$ cat src/logic/stack_addr_pkg.sv
// package for the stack limit checker and program address generator
// assumes one core clock, synchronous active-high reset, 32-bit axi4-lite register bus
// What this block does
// - stack pointer holds the first free word and grows upward.
// - pop decrements before reading; push writes then increments.
// - call push zero-extends the program counter's upper part.
// - exception push places status low byte beside upper program counter.
// - upper bound has no reset value; its bit zero is always zero.
// - every stack-pointer based address is compared with the upper bound.
// - push at pointer equal to bound is fine; the next one traps.
// - stack-pointer based address below 0800h raises an underflow stack error trap.
// - table address is table page above the 16-bit effective address.
// - table page top bit picks user or configuration memory.
// - window address is window page then effective address bits 14..0.
// - window accesses reach user memory only; top address bit zero.
// - window ignores address bit 15; page bit 0 supplies program bit 15.
// - window page meaningful only at 00 (program) or FF (eeprom).
// - window page is 16K words, read-only, low word only.
// - table accesses need no alignment; reads allowed in configuration space.
// - configuration table access only reads implemented places; writes refused.
// - a window read adds one extra instruction cycle.
package stack_addr_pkg;
   // ****************************************
   // register offsets (byte addresses)
   // ****************************************
   localparam logic [7:0] off_stack_ptr = 8'h00;
   localparam logic [7:0] off_stack_bound = 8'h04;
   localparam logic [7:0] off_table_page = 8'h08;
   localparam logic [7:0] off_window_page = 8'h0C;
   localparam logic [7:0] off_status = 8'h10;
   // ****************************************
   // fields and values
   // ****************************************
   localparam logic [15:0] stack_floor = 16'h0800;
   localparam logic [15:0] stack_ptr_rst = 16'h0800;
   localparam logic [7:0] page_rst = 8'h00;
   localparam logic [7:0] window_pg_prog = 8'h00;
   localparam logic [7:0] window_pg_eeprom = 8'hFF;
   localparam int table_cfg_bit = 7;
   localparam int ea_window_bit = 15;
   localparam logic [1:0] axi_okay = 2'b00;
   localparam logic [1:0] axi_slverr = 2'b10;

   typedef enum logic [1:0] {
      op_none = 2'b00,
      op_push = 2'b01,
      op_pop = 2'b11,
      op_ref = 2'b10
   } stack_op_t;

   typedef enum logic [1:0] {
      push_data = 2'b00,
      push_call = 2'b01,
      push_exc = 2'b11
   } push_kind_t;

   typedef struct packed {
      logic awvalid;
      logic [7:0] awaddr;
      logic wvalid;
      logic [31:0] wdata;
      logic [3:0] wstrb;
      logic bready;
      logic arvalid;
      logic [7:0] araddr;
      logic rready;
   } axi_req_t;

   typedef struct packed {
      logic awready;
      logic wready;
      logic bvalid;
      logic [1:0] bresp;
      logic arready;
      logic rvalid;
      logic [31:0] rdata;
      logic [1:0] rresp;
   } axi_rsp_t;
endpackage

$ cat src/logic/program_addr_gen.sv
// program address former for table and window accesses
// assumes page registers and effective address are on the core clock
module program_addr_gen (
   input wire logic [7:0] table_page_reg, // table page
   input wire logic [7:0] window_page_reg, // window page
   input wire logic [15:0] data_ea, // data effective address
   input wire logic table_read_op, // table read request
   input wire logic table_write_op, // table write request
   input wire logic cfg_implemented, // addressed configuration place exists
   output logic [23:0] table_addr, // table program address
   output logic table_to_cfg, // table access targets configuration
   output logic table_allowed, // table access may proceed
   output logic [22:0] window_addr, // window program address
   output logic window_hit, // data address falls in window
   output logic window_page_ok // window page has a meaningful value
);
   import stack_addr_pkg::*;
   // no alignment check on purpose: byte table accesses use bit 0
   assign table_addr = {table_page_reg, data_ea};
   assign table_to_cfg = table_page_reg[table_cfg_bit];
   assign table_allowed = table_to_cfg ?
      (table_read_op & cfg_implemented & ~table_write_op) :
      (table_read_op | table_write_op);
   assign window_hit = data_ea[ea_window_bit];
   // 23 bits only, so bit 23 is implicitly zero: user memory only
   assign window_addr = {window_page_reg, data_ea[14:0]};
   assign window_page_ok = (window_page_reg == window_pg_prog) |
      (window_page_reg == window_pg_eeprom);
endmodule // program_addr_gen

$ cat src/logic/stack_limit_unit.sv
// stack pointer tracking, bound check and address generation with axi4-lite registers
// assumes execution unit issues at most one stack operation per cycle
module stack_limit_unit (
   input wire logic clk, // core clock
   input wire logic reset, // synchronous active-high reset
   input stack_addr_pkg::axi_req_t axi_req, // axi4-lite request
   output stack_addr_pkg::axi_rsp_t axi_rsp, // axi4-lite response
   input wire stack_addr_pkg::stack_op_t stack_op, // stack operation this cycle
   input wire stack_addr_pkg::push_kind_t push_kind, // kind of push
   input wire logic [15:0] push_data_word, // data to push
   input wire logic [22:0] prog_counter, // program counter
   input wire logic [7:0] status_low_byte, // status low byte
   input wire logic [15:0] ref_ea, // pointer-based address for op_ref
   output logic [15:0] stack_mem_addr, // stack memory address this cycle
   output logic stack_mem_we, // stack memory write strobe
   output logic [15:0] stack_wr_word0, // first pushed word (pc low on calls)
   output logic [15:0] stack_wr_word1, // second pushed word (pc upper part)
   output logic stack_error_trap, // stack error trap request
   input wire logic [15:0] data_ea, // data effective address
   input wire logic table_read_op, // table read
   input wire logic table_write_op, // table write
   input wire logic cfg_implemented, // config place implemented
   input wire logic window_read, // data read via window
   output logic [23:0] table_addr, // table address
   output logic table_to_cfg, // config target
   output logic table_allowed, // table permitted
   output logic [22:0] window_addr, // window address
   output logic window_active, // window read in progress
   output logic extra_cycle_stall // stretch instruction by one cycle
);
   import stack_addr_pkg::*;

   // ****************************************
   // state
   // ****************************************
   typedef struct packed {
      logic [15:0] stack_ptr;
      logic [15:0] bound;
      logic [7:0] tpage;
      logic [7:0] wpage;
      logic aw_held;
      logic [7:0] aw_addr;
      logic w_held;
      logic [31:0] w_data;
      logic [3:0] w_strb;
      logic bvalid;
      logic [1:0] bresp;
      logic rvalid;
      logic [31:0] rdata;
      logic [1:0] rresp;
      logic trap_seen;
      logic stall;
   } state_t;

   state_t st_ff, nxt_st;
   logic [15:0] ea;
   logic ea_used;
   logic over, under;
   logic win_hit, page_ok;
   logic do_write;
   logic [7:0] waddr;
   logic [31:0] wd;

   // ****************************************
   // address generation
   // ****************************************
   always_comb begin
      ea = st_ff.stack_ptr;
      ea_used = 1'b1;
      unique case (stack_op)
         op_push: ea = st_ff.stack_ptr;
         op_pop: ea = st_ff.stack_ptr - 16'h0002;
         op_ref: ea = ref_ea;
         op_none: ea_used = 1'b0;
      endcase
   end

   assign over = ea_used & (ea > st_ff.bound);
   assign under = ea_used & (ea < stack_floor);
   assign stack_error_trap = over | under;
   assign stack_mem_addr = ea;
   assign stack_mem_we = (stack_op == op_push);
   always_comb begin
      stack_wr_word0 = push_data_word;
      stack_wr_word1 = 16'h0000;
      unique case (push_kind)
         push_data: stack_wr_word0 = push_data_word;
         push_call: begin
            stack_wr_word0 = {prog_counter[15:1], 1'b0};
            stack_wr_word1 = {9'h000, prog_counter[22:16]};
         end
         push_exc: begin
            stack_wr_word0 = {prog_counter[15:1], 1'b0};
            stack_wr_word1 = {status_low_byte, 1'b0, prog_counter[22:16]};
         end
         default: stack_wr_word1 = 16'h0000;
      endcase
   end

   program_addr_gen u_pag (
      .table_page_reg(st_ff.tpage),
      .window_page_reg(st_ff.wpage),
      .data_ea(data_ea),
      .table_read_op(table_read_op),
      .table_write_op(table_write_op),
      .cfg_implemented(cfg_implemented),
      .table_addr(table_addr),
      .table_to_cfg(table_to_cfg),
      .table_allowed(table_allowed),
      .window_addr(window_addr),
      .window_hit(win_hit),
      .window_page_ok(page_ok)
   );
   // table access suspends the window
   assign window_active = window_read & win_hit & page_ok & ~table_read_op & ~table_write_op;
   // two fetches: stall first cycle only
   assign extra_cycle_stall = window_active & ~st_ff.stall;

   // ****************************************
   // register bus and next state
   // ****************************************
   always_comb begin
      nxt_st = st_ff;
      do_write = 1'b0;
      nxt_st.stall = extra_cycle_stall;
      nxt_st.trap_seen = st_ff.trap_seen | stack_error_trap;
      // pointer update; call/exception pushes occupy two words
      if (stack_op == op_push) begin
         nxt_st.stack_ptr = st_ff.stack_ptr +
            ((push_kind == push_data) ? 16'h0002 : 16'h0004);
      end else if (stack_op == op_pop) begin
         nxt_st.stack_ptr = st_ff.stack_ptr - 16'h0002;
      end
      if (axi_req.awvalid & ~st_ff.aw_held) begin
         nxt_st.aw_held = 1'b1;
         nxt_st.aw_addr = axi_req.awaddr;
      end
      if (axi_req.wvalid & ~st_ff.w_held) begin
         nxt_st.w_held = 1'b1;
         nxt_st.w_data = axi_req.wdata;
         nxt_st.w_strb = axi_req.wstrb;
      end
      // taken inside the process so the decode does not feed back through a net
      waddr = nxt_st.aw_addr;
      wd = nxt_st.w_data;
      if (nxt_st.aw_held & nxt_st.w_held & ~st_ff.bvalid) begin
         do_write = 1'b1;
         nxt_st.aw_held = 1'b0;
         nxt_st.w_held = 1'b0;
         nxt_st.bvalid = 1'b1;
         nxt_st.bresp = axi_okay;
         unique case (waddr)
            off_stack_ptr: if (nxt_st.w_strb[0] & nxt_st.w_strb[1]) begin
               nxt_st.stack_ptr = {wd[15:1], 1'b0};
            end
            off_stack_bound: if (nxt_st.w_strb[0] & nxt_st.w_strb[1]) begin
               nxt_st.bound = {wd[15:1], 1'b0};
            end
            off_table_page: if (nxt_st.w_strb[0]) begin
               nxt_st.tpage = wd[7:0];
            end
            off_window_page: if (nxt_st.w_strb[0]) begin
               nxt_st.wpage = wd[7:0];
            end
            off_status: begin
               // write one to clear; a new trap this cycle wins
               if (nxt_st.w_strb[0] & wd[0] & ~stack_error_trap) begin
                  nxt_st.trap_seen = 1'b0;
               end
            end
            default: nxt_st.bresp = axi_slverr;
         endcase
      end
      if (st_ff.bvalid & axi_req.bready) begin
         nxt_st.bvalid = 1'b0;
      end
      if (axi_req.arvalid & ~st_ff.rvalid) begin
         nxt_st.rvalid = 1'b1;
         nxt_st.rresp = axi_okay;
         unique case (axi_req.araddr)
            off_stack_ptr: nxt_st.rdata = {16'h0000, st_ff.stack_ptr};
            off_stack_bound: nxt_st.rdata = {16'h0000, st_ff.bound[15:1], 1'b0};
            off_table_page: nxt_st.rdata = {24'h00_0000, st_ff.tpage};
            off_window_page: nxt_st.rdata = {24'h00_0000, st_ff.wpage};
            off_status: nxt_st.rdata = {31'h0000_0000, st_ff.trap_seen};
            default: begin
               nxt_st.rdata = 32'h0000_0000;
               nxt_st.rresp = axi_slverr;
            end
         endcase
      end else if (st_ff.rvalid & axi_req.rready) begin
         nxt_st.rvalid = 1'b0;
      end
   end

   always_ff @(posedge clk) begin
      if (reset) begin
         st_ff.stack_ptr <= stack_ptr_rst;
         st_ff.tpage <= page_rst;
         st_ff.wpage <= page_rst;
         st_ff.aw_held <= 1'b0;
         st_ff.aw_addr <= 8'h00;
         st_ff.w_held <= 1'b0;
         st_ff.w_data <= 32'h0000_0000;
         st_ff.w_strb <= 4'h0;
         st_ff.bvalid <= 1'b0;
         st_ff.bresp <= axi_okay;
         st_ff.rvalid <= 1'b0;
         st_ff.rdata <= 32'h0000_0000;
         st_ff.rresp <= axi_okay;
         st_ff.trap_seen <= 1'b0;
         st_ff.stall <= 1'b0;
         st_ff.bound <= nxt_st.bound;
      end else begin
         st_ff <= nxt_st;
      end
   end

   assign axi_rsp.awready = ~st_ff.aw_held;
   assign axi_rsp.wready = ~st_ff.w_held;
   assign axi_rsp.bvalid = st_ff.bvalid;
   assign axi_rsp.bresp = st_ff.bresp;
   assign axi_rsp.arready = ~st_ff.rvalid;
   assign axi_rsp.rvalid = st_ff.rvalid;
   assign axi_rsp.rdata = st_ff.rdata;
   assign axi_rsp.rresp = st_ff.rresp;
endmodule // stack_limit_unit
$ cat config.mk
export PLATFORM = sky130hd
export DESIGN_NAME = stack_limit_unit
export DESIGN_NICKNAME = d
export VERILOG_FILES = /design/src/logic/stack_addr_pkg.sv /design/src/logic/program_addr_gen.sv /design/src/logic/stack_limit_unit.sv
export SDC_FILE = /design/constraint.sdc
export NUM_CORES = 1
export LEC_CHECK = 0
export BUFFER_PORTS_ARGS = -buffer_cell sky130_fd_sc_hd__clkbuf_2
export CORE_ASPECT_RATIO = 0.5
export CORE_UTILIZATION = 30
export CTS_CLUSTER_DIAMETER = 40
export DETAILED_ROUTE_END_ITERATION = 12
export PLACE_DENSITY = 0.6
export SYNTH_ARGS = -nofsm -noshare
export SYNTH_HDL_FRONTEND = slang
export SYNTH_SLANG_ARGS = --single-unit
$ cat constraint.sdc
create_clock -name clk -period 4.4 [get_ports clk]
set_input_delay 1.1 -clock clk [delete_from_list [all_inputs] [get_ports clk]]
set_output_delay 1.1 -clock clk [all_outputs]
set_load 0.02 [all_outputs]
Word-level counts from Yosys, hierarchy flattened
Cells that the tools add are included.
- reduce and logical (&&, ||, !) cells: 13
- add/subtract/negate cells: 2
- magnitude comparators: 2
- eq/ne operators: 14
- multiplexer cells: 27
- bitwise logic cells: 31
- operator list (operator ; count):
    two-way mux 16 bit ; 7
    case mux 16 bit (5 select lines) ; 1
    case mux 16 bit (2 select lines) ; 2
    two-way mux 49 bit ; 1
    two-way mux 37 bit ; 1
    equality test 8 x 4 -> 1 bit (second input constant) ; 4
    two-way mux 8 bit ; 4
    logical NOT 8 bit ; 3
    bitwise AND 1 bit ; 19
    adder 16 x 3 -> 16 bit ; 1
    equality test 8 x 3 -> 1 bit (second input constant) ; 2
    equality test 8 x 5 -> 1 bit (second input constant) ; 2
    greater-than comparator 16 bit ; 1
    less-than comparator 16 x 12 -> 1 bit (second input constant) ; 1
    subtractor 16 x 2 -> 16 bit (second input constant) ; 1
    OR reduction 5 bit ; 2
    two-way mux 9 bit ; 1
    equality test 8 bit (second input constant) ; 1
    NOT 1 bit ; 8
    two-way mux 1 bit ; 7
    equality test 2 bit (second input constant) ; 3
    AND reduction 3 bit ; 2
    OR reduction 2 bit ; 3
    equality test 2 x 1 -> 1 bit (second input constant) ; 2
    5 further kinds ; 10
- output and inout bits: 142
- flip-flop bits (word level): 134

Logic depth before layout (Yosys ltp)
- word-level depth: 10
- gate-level depth with buffers: 14
- mapped depth without buffers: 13

Modules after synthesis
A second synthesis with hierarchy kept.
- cells, all modules: 781
- area total of the unflattened synthesis: 6367.4 µm²
- modules (own cells, without submodules) (module ; area an instance (µm²) ; cells each ; times used):
    stack_limit_unit ; 5947.0 ; 723 ; 1
    program_addr_gen ; 420.4 ; 58 ; 1

Least setup slack after synthesis
No wires, ideal clock.
- path kind: input port to output port
- start: input stack_op[0]
- end: output stack_error_trap
- data arrival time: 3798 ps
- cell stages on the path: 12
- slack: -498 ps
- cell sequence: clkbuf_8 > clkbuf_1 > clkbuf_1 > clkbuf_1 > a21oi_1 > ha_1 > nand2_1 > or3_2 > o21bai_1 > o211ai_1 > o41ai_1 > a21oi_1
- cells in the longest elaborated chain, start to end: 5
- elaborated cells between the ends (all ways): 10
- those cells by class: order compare: 2; eq/ne: 2; mux: 2; bitwise: 3; reduce/logical: 1
- ends and longest elaborated chain (item ; line ; text):
    start: declaration ; stack_limit_unit.sv:8 ; input wire stack_addr_pkg::stack_op_t stack_op,
    equality test 2 bit ; stack_limit_unit.sv:70 ; unique case (stack_op)
    case mux 16 bit (2 select lines) (*) ; stack_limit_unit.sv:70 ;
    net stack_mem_addr[8] ; stack_limit_unit.sv:14 ; output logic [15:0] stack_mem_addr,
    greater-than comparator 16 bit or less-than comparator 16 x 12 -> 1 bit (tied branches) ; stack_limit_unit.sv:78, stack_limit_unit.sv:79 ;
    bitwise AND 1 bit, on equally long branches ; stack_limit_unit.sv:78, stack_limit_unit.sv:79 ;
    OR 1 bit (*) ; stack_limit_unit.sv:80 ; assign stack_error_trap = over | under;
    end: declaration ; stack_limit_unit.sv:18 ; output logic stack_error_trap,
Mark *: on every way through the listed nets, which the timed path passes. The rest lies on a longest branch.

Final worst setup path
- start: register st_ff[126] (netlist name)
- end: output stack_error_trap
- cells in the longest elaborated chain, start to end: 5
- elaborated cells between the ends (all ways): 7
- those cells by class: add/sub: 1; order compare: 2; mux: 1; bitwise: 3
- ends and longest elaborated chain (item ; line ; text):
    start: declaration ; stack_limit_unit.sv:55 ; state_t st_ff, nxt_st;
    start signal: assignment ; stack_limit_unit.sv:215 ; st_ff <= nxt_st;
    subtractor 16 x 2 -> 16 bit ; stack_limit_unit.sv:72 ; op_pop: ea = st_ff.stack_ptr - 16'h0002;
    case mux 16 bit (2 select lines) (*) ; stack_limit_unit.sv:70 ;
    greater-than comparator 16 bit or less-than comparator 16 x 12 -> 1 bit (tied branches) ; stack_limit_unit.sv:78, stack_limit_unit.sv:79 ;
    bitwise AND 1 bit, on equally long branches ; stack_limit_unit.sv:78, stack_limit_unit.sv:79 ;
    OR 1 bit (*) ; stack_limit_unit.sv:80 ;
Mark *: on every way between the ends. The rest lies on a longest branch, timed or not.

==> results.json <==
{
  "synth_edf_count": 15,
  "netlist-cell-type-count": 71,
  "grt_pass1_wl_mm": 29.73,
  "cp_slowest_stage_delay_ps": 540,
  "num_rows": 37,
  "syn_inst": 743,
  "grtUsageTotal_pct": 17.48,
  "ys_warn_count": 0,
  "cts-root-buf": "clkbuf_16",
  "coreArea_sq_um": 20550,
  "ys_top_cells_by_area": "dfxtp_1 (26%), buf_4 (10%), edfxtp_1 (7.2%)",
  "antenna_cells": 0,
  "synth_ff_type": "dfxtp_1",
  "synth_area_leader_cell": "dfxtp_1",
  "cp_slowest_cell": "or4_4",
  "timing.final.hold_violations": 0,
  "fin_cells": 1187,
  "postCtsHoldBufs": 0,
  "worstPathCellList": "or4_4 > or3_4 > o311a_1 > a211o_4 > ha_4 > nand3_4 > or3_4 > o21bai_4 > o211ai_1 > o41ai_2 > a21oi_2 > clkbuf_8",
  "finalSetupViolCount": 1,
  "grt_max_degree": 45,
  "period_needed_ps": 4847,
  "seq_area_frac_synth_pct": 32.94,
  "cts_tree": "done",
  "fin_skew_ps": 11.15,
  "dieWidth_um": 206.8,
  "yosysMostFrequentCell": "buf_4",
  "cts_max_level": 3,
  "clkLatencyLatePin_ps": 340,
  "place_area_sq_um": 7430,
  "avgSynthCellArea_sq_um": 8.467,
  "gp_congestion": 0.8920,
  "cts_made_buffers": 9,
  "fmax_mhz": 206.3,
  "start_util_pct": 30.61,
  "drive_above_1_share_pct": 38.29,
  "crit_top_cell": "or3_4",
  "synth_seq_cells": 96,
  "crit_fanout": 4,
  "cts_num_sinks": 96,
  "cp.arrival_ps": 3750,
  "worstHoldPathType": "flip-flop to flip-flop",
  "end_kind": "primary output",
  "vias": 5726,
  "hold_slack_ps": 437.5,
  "ant_nets": 0,
  "rsz0062_at_grt": "true",
  "synth_top_area_share_pct": 25.78,
  "first_pass_iters": 12,
  "fin_nets": 1075,
  "maxSlewHeadroom_pct": 42.20,
  "p_per_area_nw_per_um2": 319.5,
  "synthTopCellsByCount": "buf_4 (86), dfxtp_1 (81), nor2_1 (67), nand2_1 (59), inv_1 (41)",
  "drc": 10,
  "io_pins": 288,
  "max-cap-violations": 0,
  "slew_violations": 0,
  "clk_path_buf_depth": 2,
  "avgRoutedWirePerCell_um": 15.96,
  "dieArea_sq_um": 21590,
  "fin_area_sq_um": 7796,
  "crit_type": "flip-flop to primary output",
  "ir_worst_vdd_v": 0.0002140,
  "clk_pin_slew_worst_paths_ps": 70,
  "synth-async-reset-ratio_pct": 0,
  "dp.cells": 1169,
  "grt-ovfl-total": 0,
  "leakagePower_nw": 3.583,
  "period_share_pct": 110.2,
  "drt_iter0_markers": 352,
  "utilization_pct": 37.93,
  "area_growth_pct": 23.93,
  "grt_pass1_vias": 5535,
  "antenna_found_initial": 0,
  "finalWirelength_mm": 18.95,
  "outcome": "finished with violations",
  "power_mw": 2.491,
  "setup_ws_ps": -447.3,
  "worst_pin_slew_ps": 866.9,
  "syn-cell-area_sq_um": 6291,
  "worstPathRequired_ps": 3300,
  "via_per_inst": 4.824,
  "hpwl_mm": 15.09,
  "port_buffers": 204,
  "cp-start-kind": "flip-flop",
  "die-height_um": 104.4,
  "violations": "DRC, setup timing"
}
-- registers in the layout, indices dropped and copies added, names as in the netlist --
register	flops
axi_rsp	20
st_ff	76
-- stage by stage --
stage	worst slack [ps]	TNS, ps
2_1_floorplan	7.028	0
3_3_place_gp	-166.9	-166.9
3_5_place_dp	-235.2	-235.2
4_1_cts	-444.6	-444.6
5_1_grt	-584.7	-584.7
6_report	-447.3	-447.3
-- report_power, final --
| group | switching (mW) | internal [mW] |
|---|---|---|
| clock | 0.343 | 0.480 |
| sequential | 0.0264 | 0.928 |
| combinational | 0.405 | 0.308 |
-- placed cells by master (no fill, tap or decap), drive strengths merged, types with 9 or more instances in the layout --
master,count
nand3,14
ha,19
nand2b,12
mux2i,17
nand2,60
nor3,18
mux2,32
clkbuf,217
dfxtp,81
a211oi,17
buf,62
xnor2,9
and3,11
nor2b,16
o21ai,31
edfxtp,15
conb,19
a22oi,18
and2,9
nor2,67
inv,42
a21oi,34
nor4,9
-- final timing paths --
check | cells past startpoint | from | slack (ps) | endpoint
min | 1 | st_ff[0] | 440 | st_ff[0]
min reg2reg | 1 | st_ff[0] | 440 | st_ff[0]
max | 12 | st_ff[126] | -450 | stack_error_trap
max reg2reg | 13 | st_ff[126] | 870 | st_ff[1]
-- area by class of cell --
cell class / count / area (sq um)
inverter: 42 / 157.7
fill: 2151 / 12760
clock buffer: 13 / 261.5
clock inverter: 3 / 47.55
timing repair buffer: 266 / 1508
tap: 273 / 341.6
sequential: 96 / 2073
multi-input combinational: 494 / 3407
-- what timing repair did --
action                     CTS  global route
hold endpoints to repair     0             0
gates resized for setup      4             3
setup endpoints to repair    1             1
gates cloned                 0             0
buffers inserted             1             1
-- metal layers --
layer / vias up / track usage [%] / share of wire (%)
li1: 2838 / - / -
met1: 2712 / 23.58 / 47
met2: 156 / 28.12 / 46
met3: 20 / 3.822 / 5.1
met4: 0 / 4.380 / 1.5
met5: - / 0 / 0
-- critical path: cells and delay by family (launching register included) --
| family | cells | cell delay, ps |
|---|---|---|
| fa+ha+maj | 1 | 280 |
| flops | 1 | 320 |
| compound gates | 6 | 1210 |
| buf+inv | 1 | 170 |
| simple gates | 4 | 1420 |
-- kinds of logic after synthesis --
group	after synthesis	synth area share (%)
multiplexers	56	10.94
buffers and inverters	171	15.95
adder cells (fa/ha/maj)	20	4.097
AND/OR/NAND/NOR	245	19.67
other	1	0.05961
XOR/XNOR	12	1.671
AO/OA/AOI/OAI	142	14.68
flip-flops	96	32.94
Note: power is estimated with default switching activity, not from simulation.
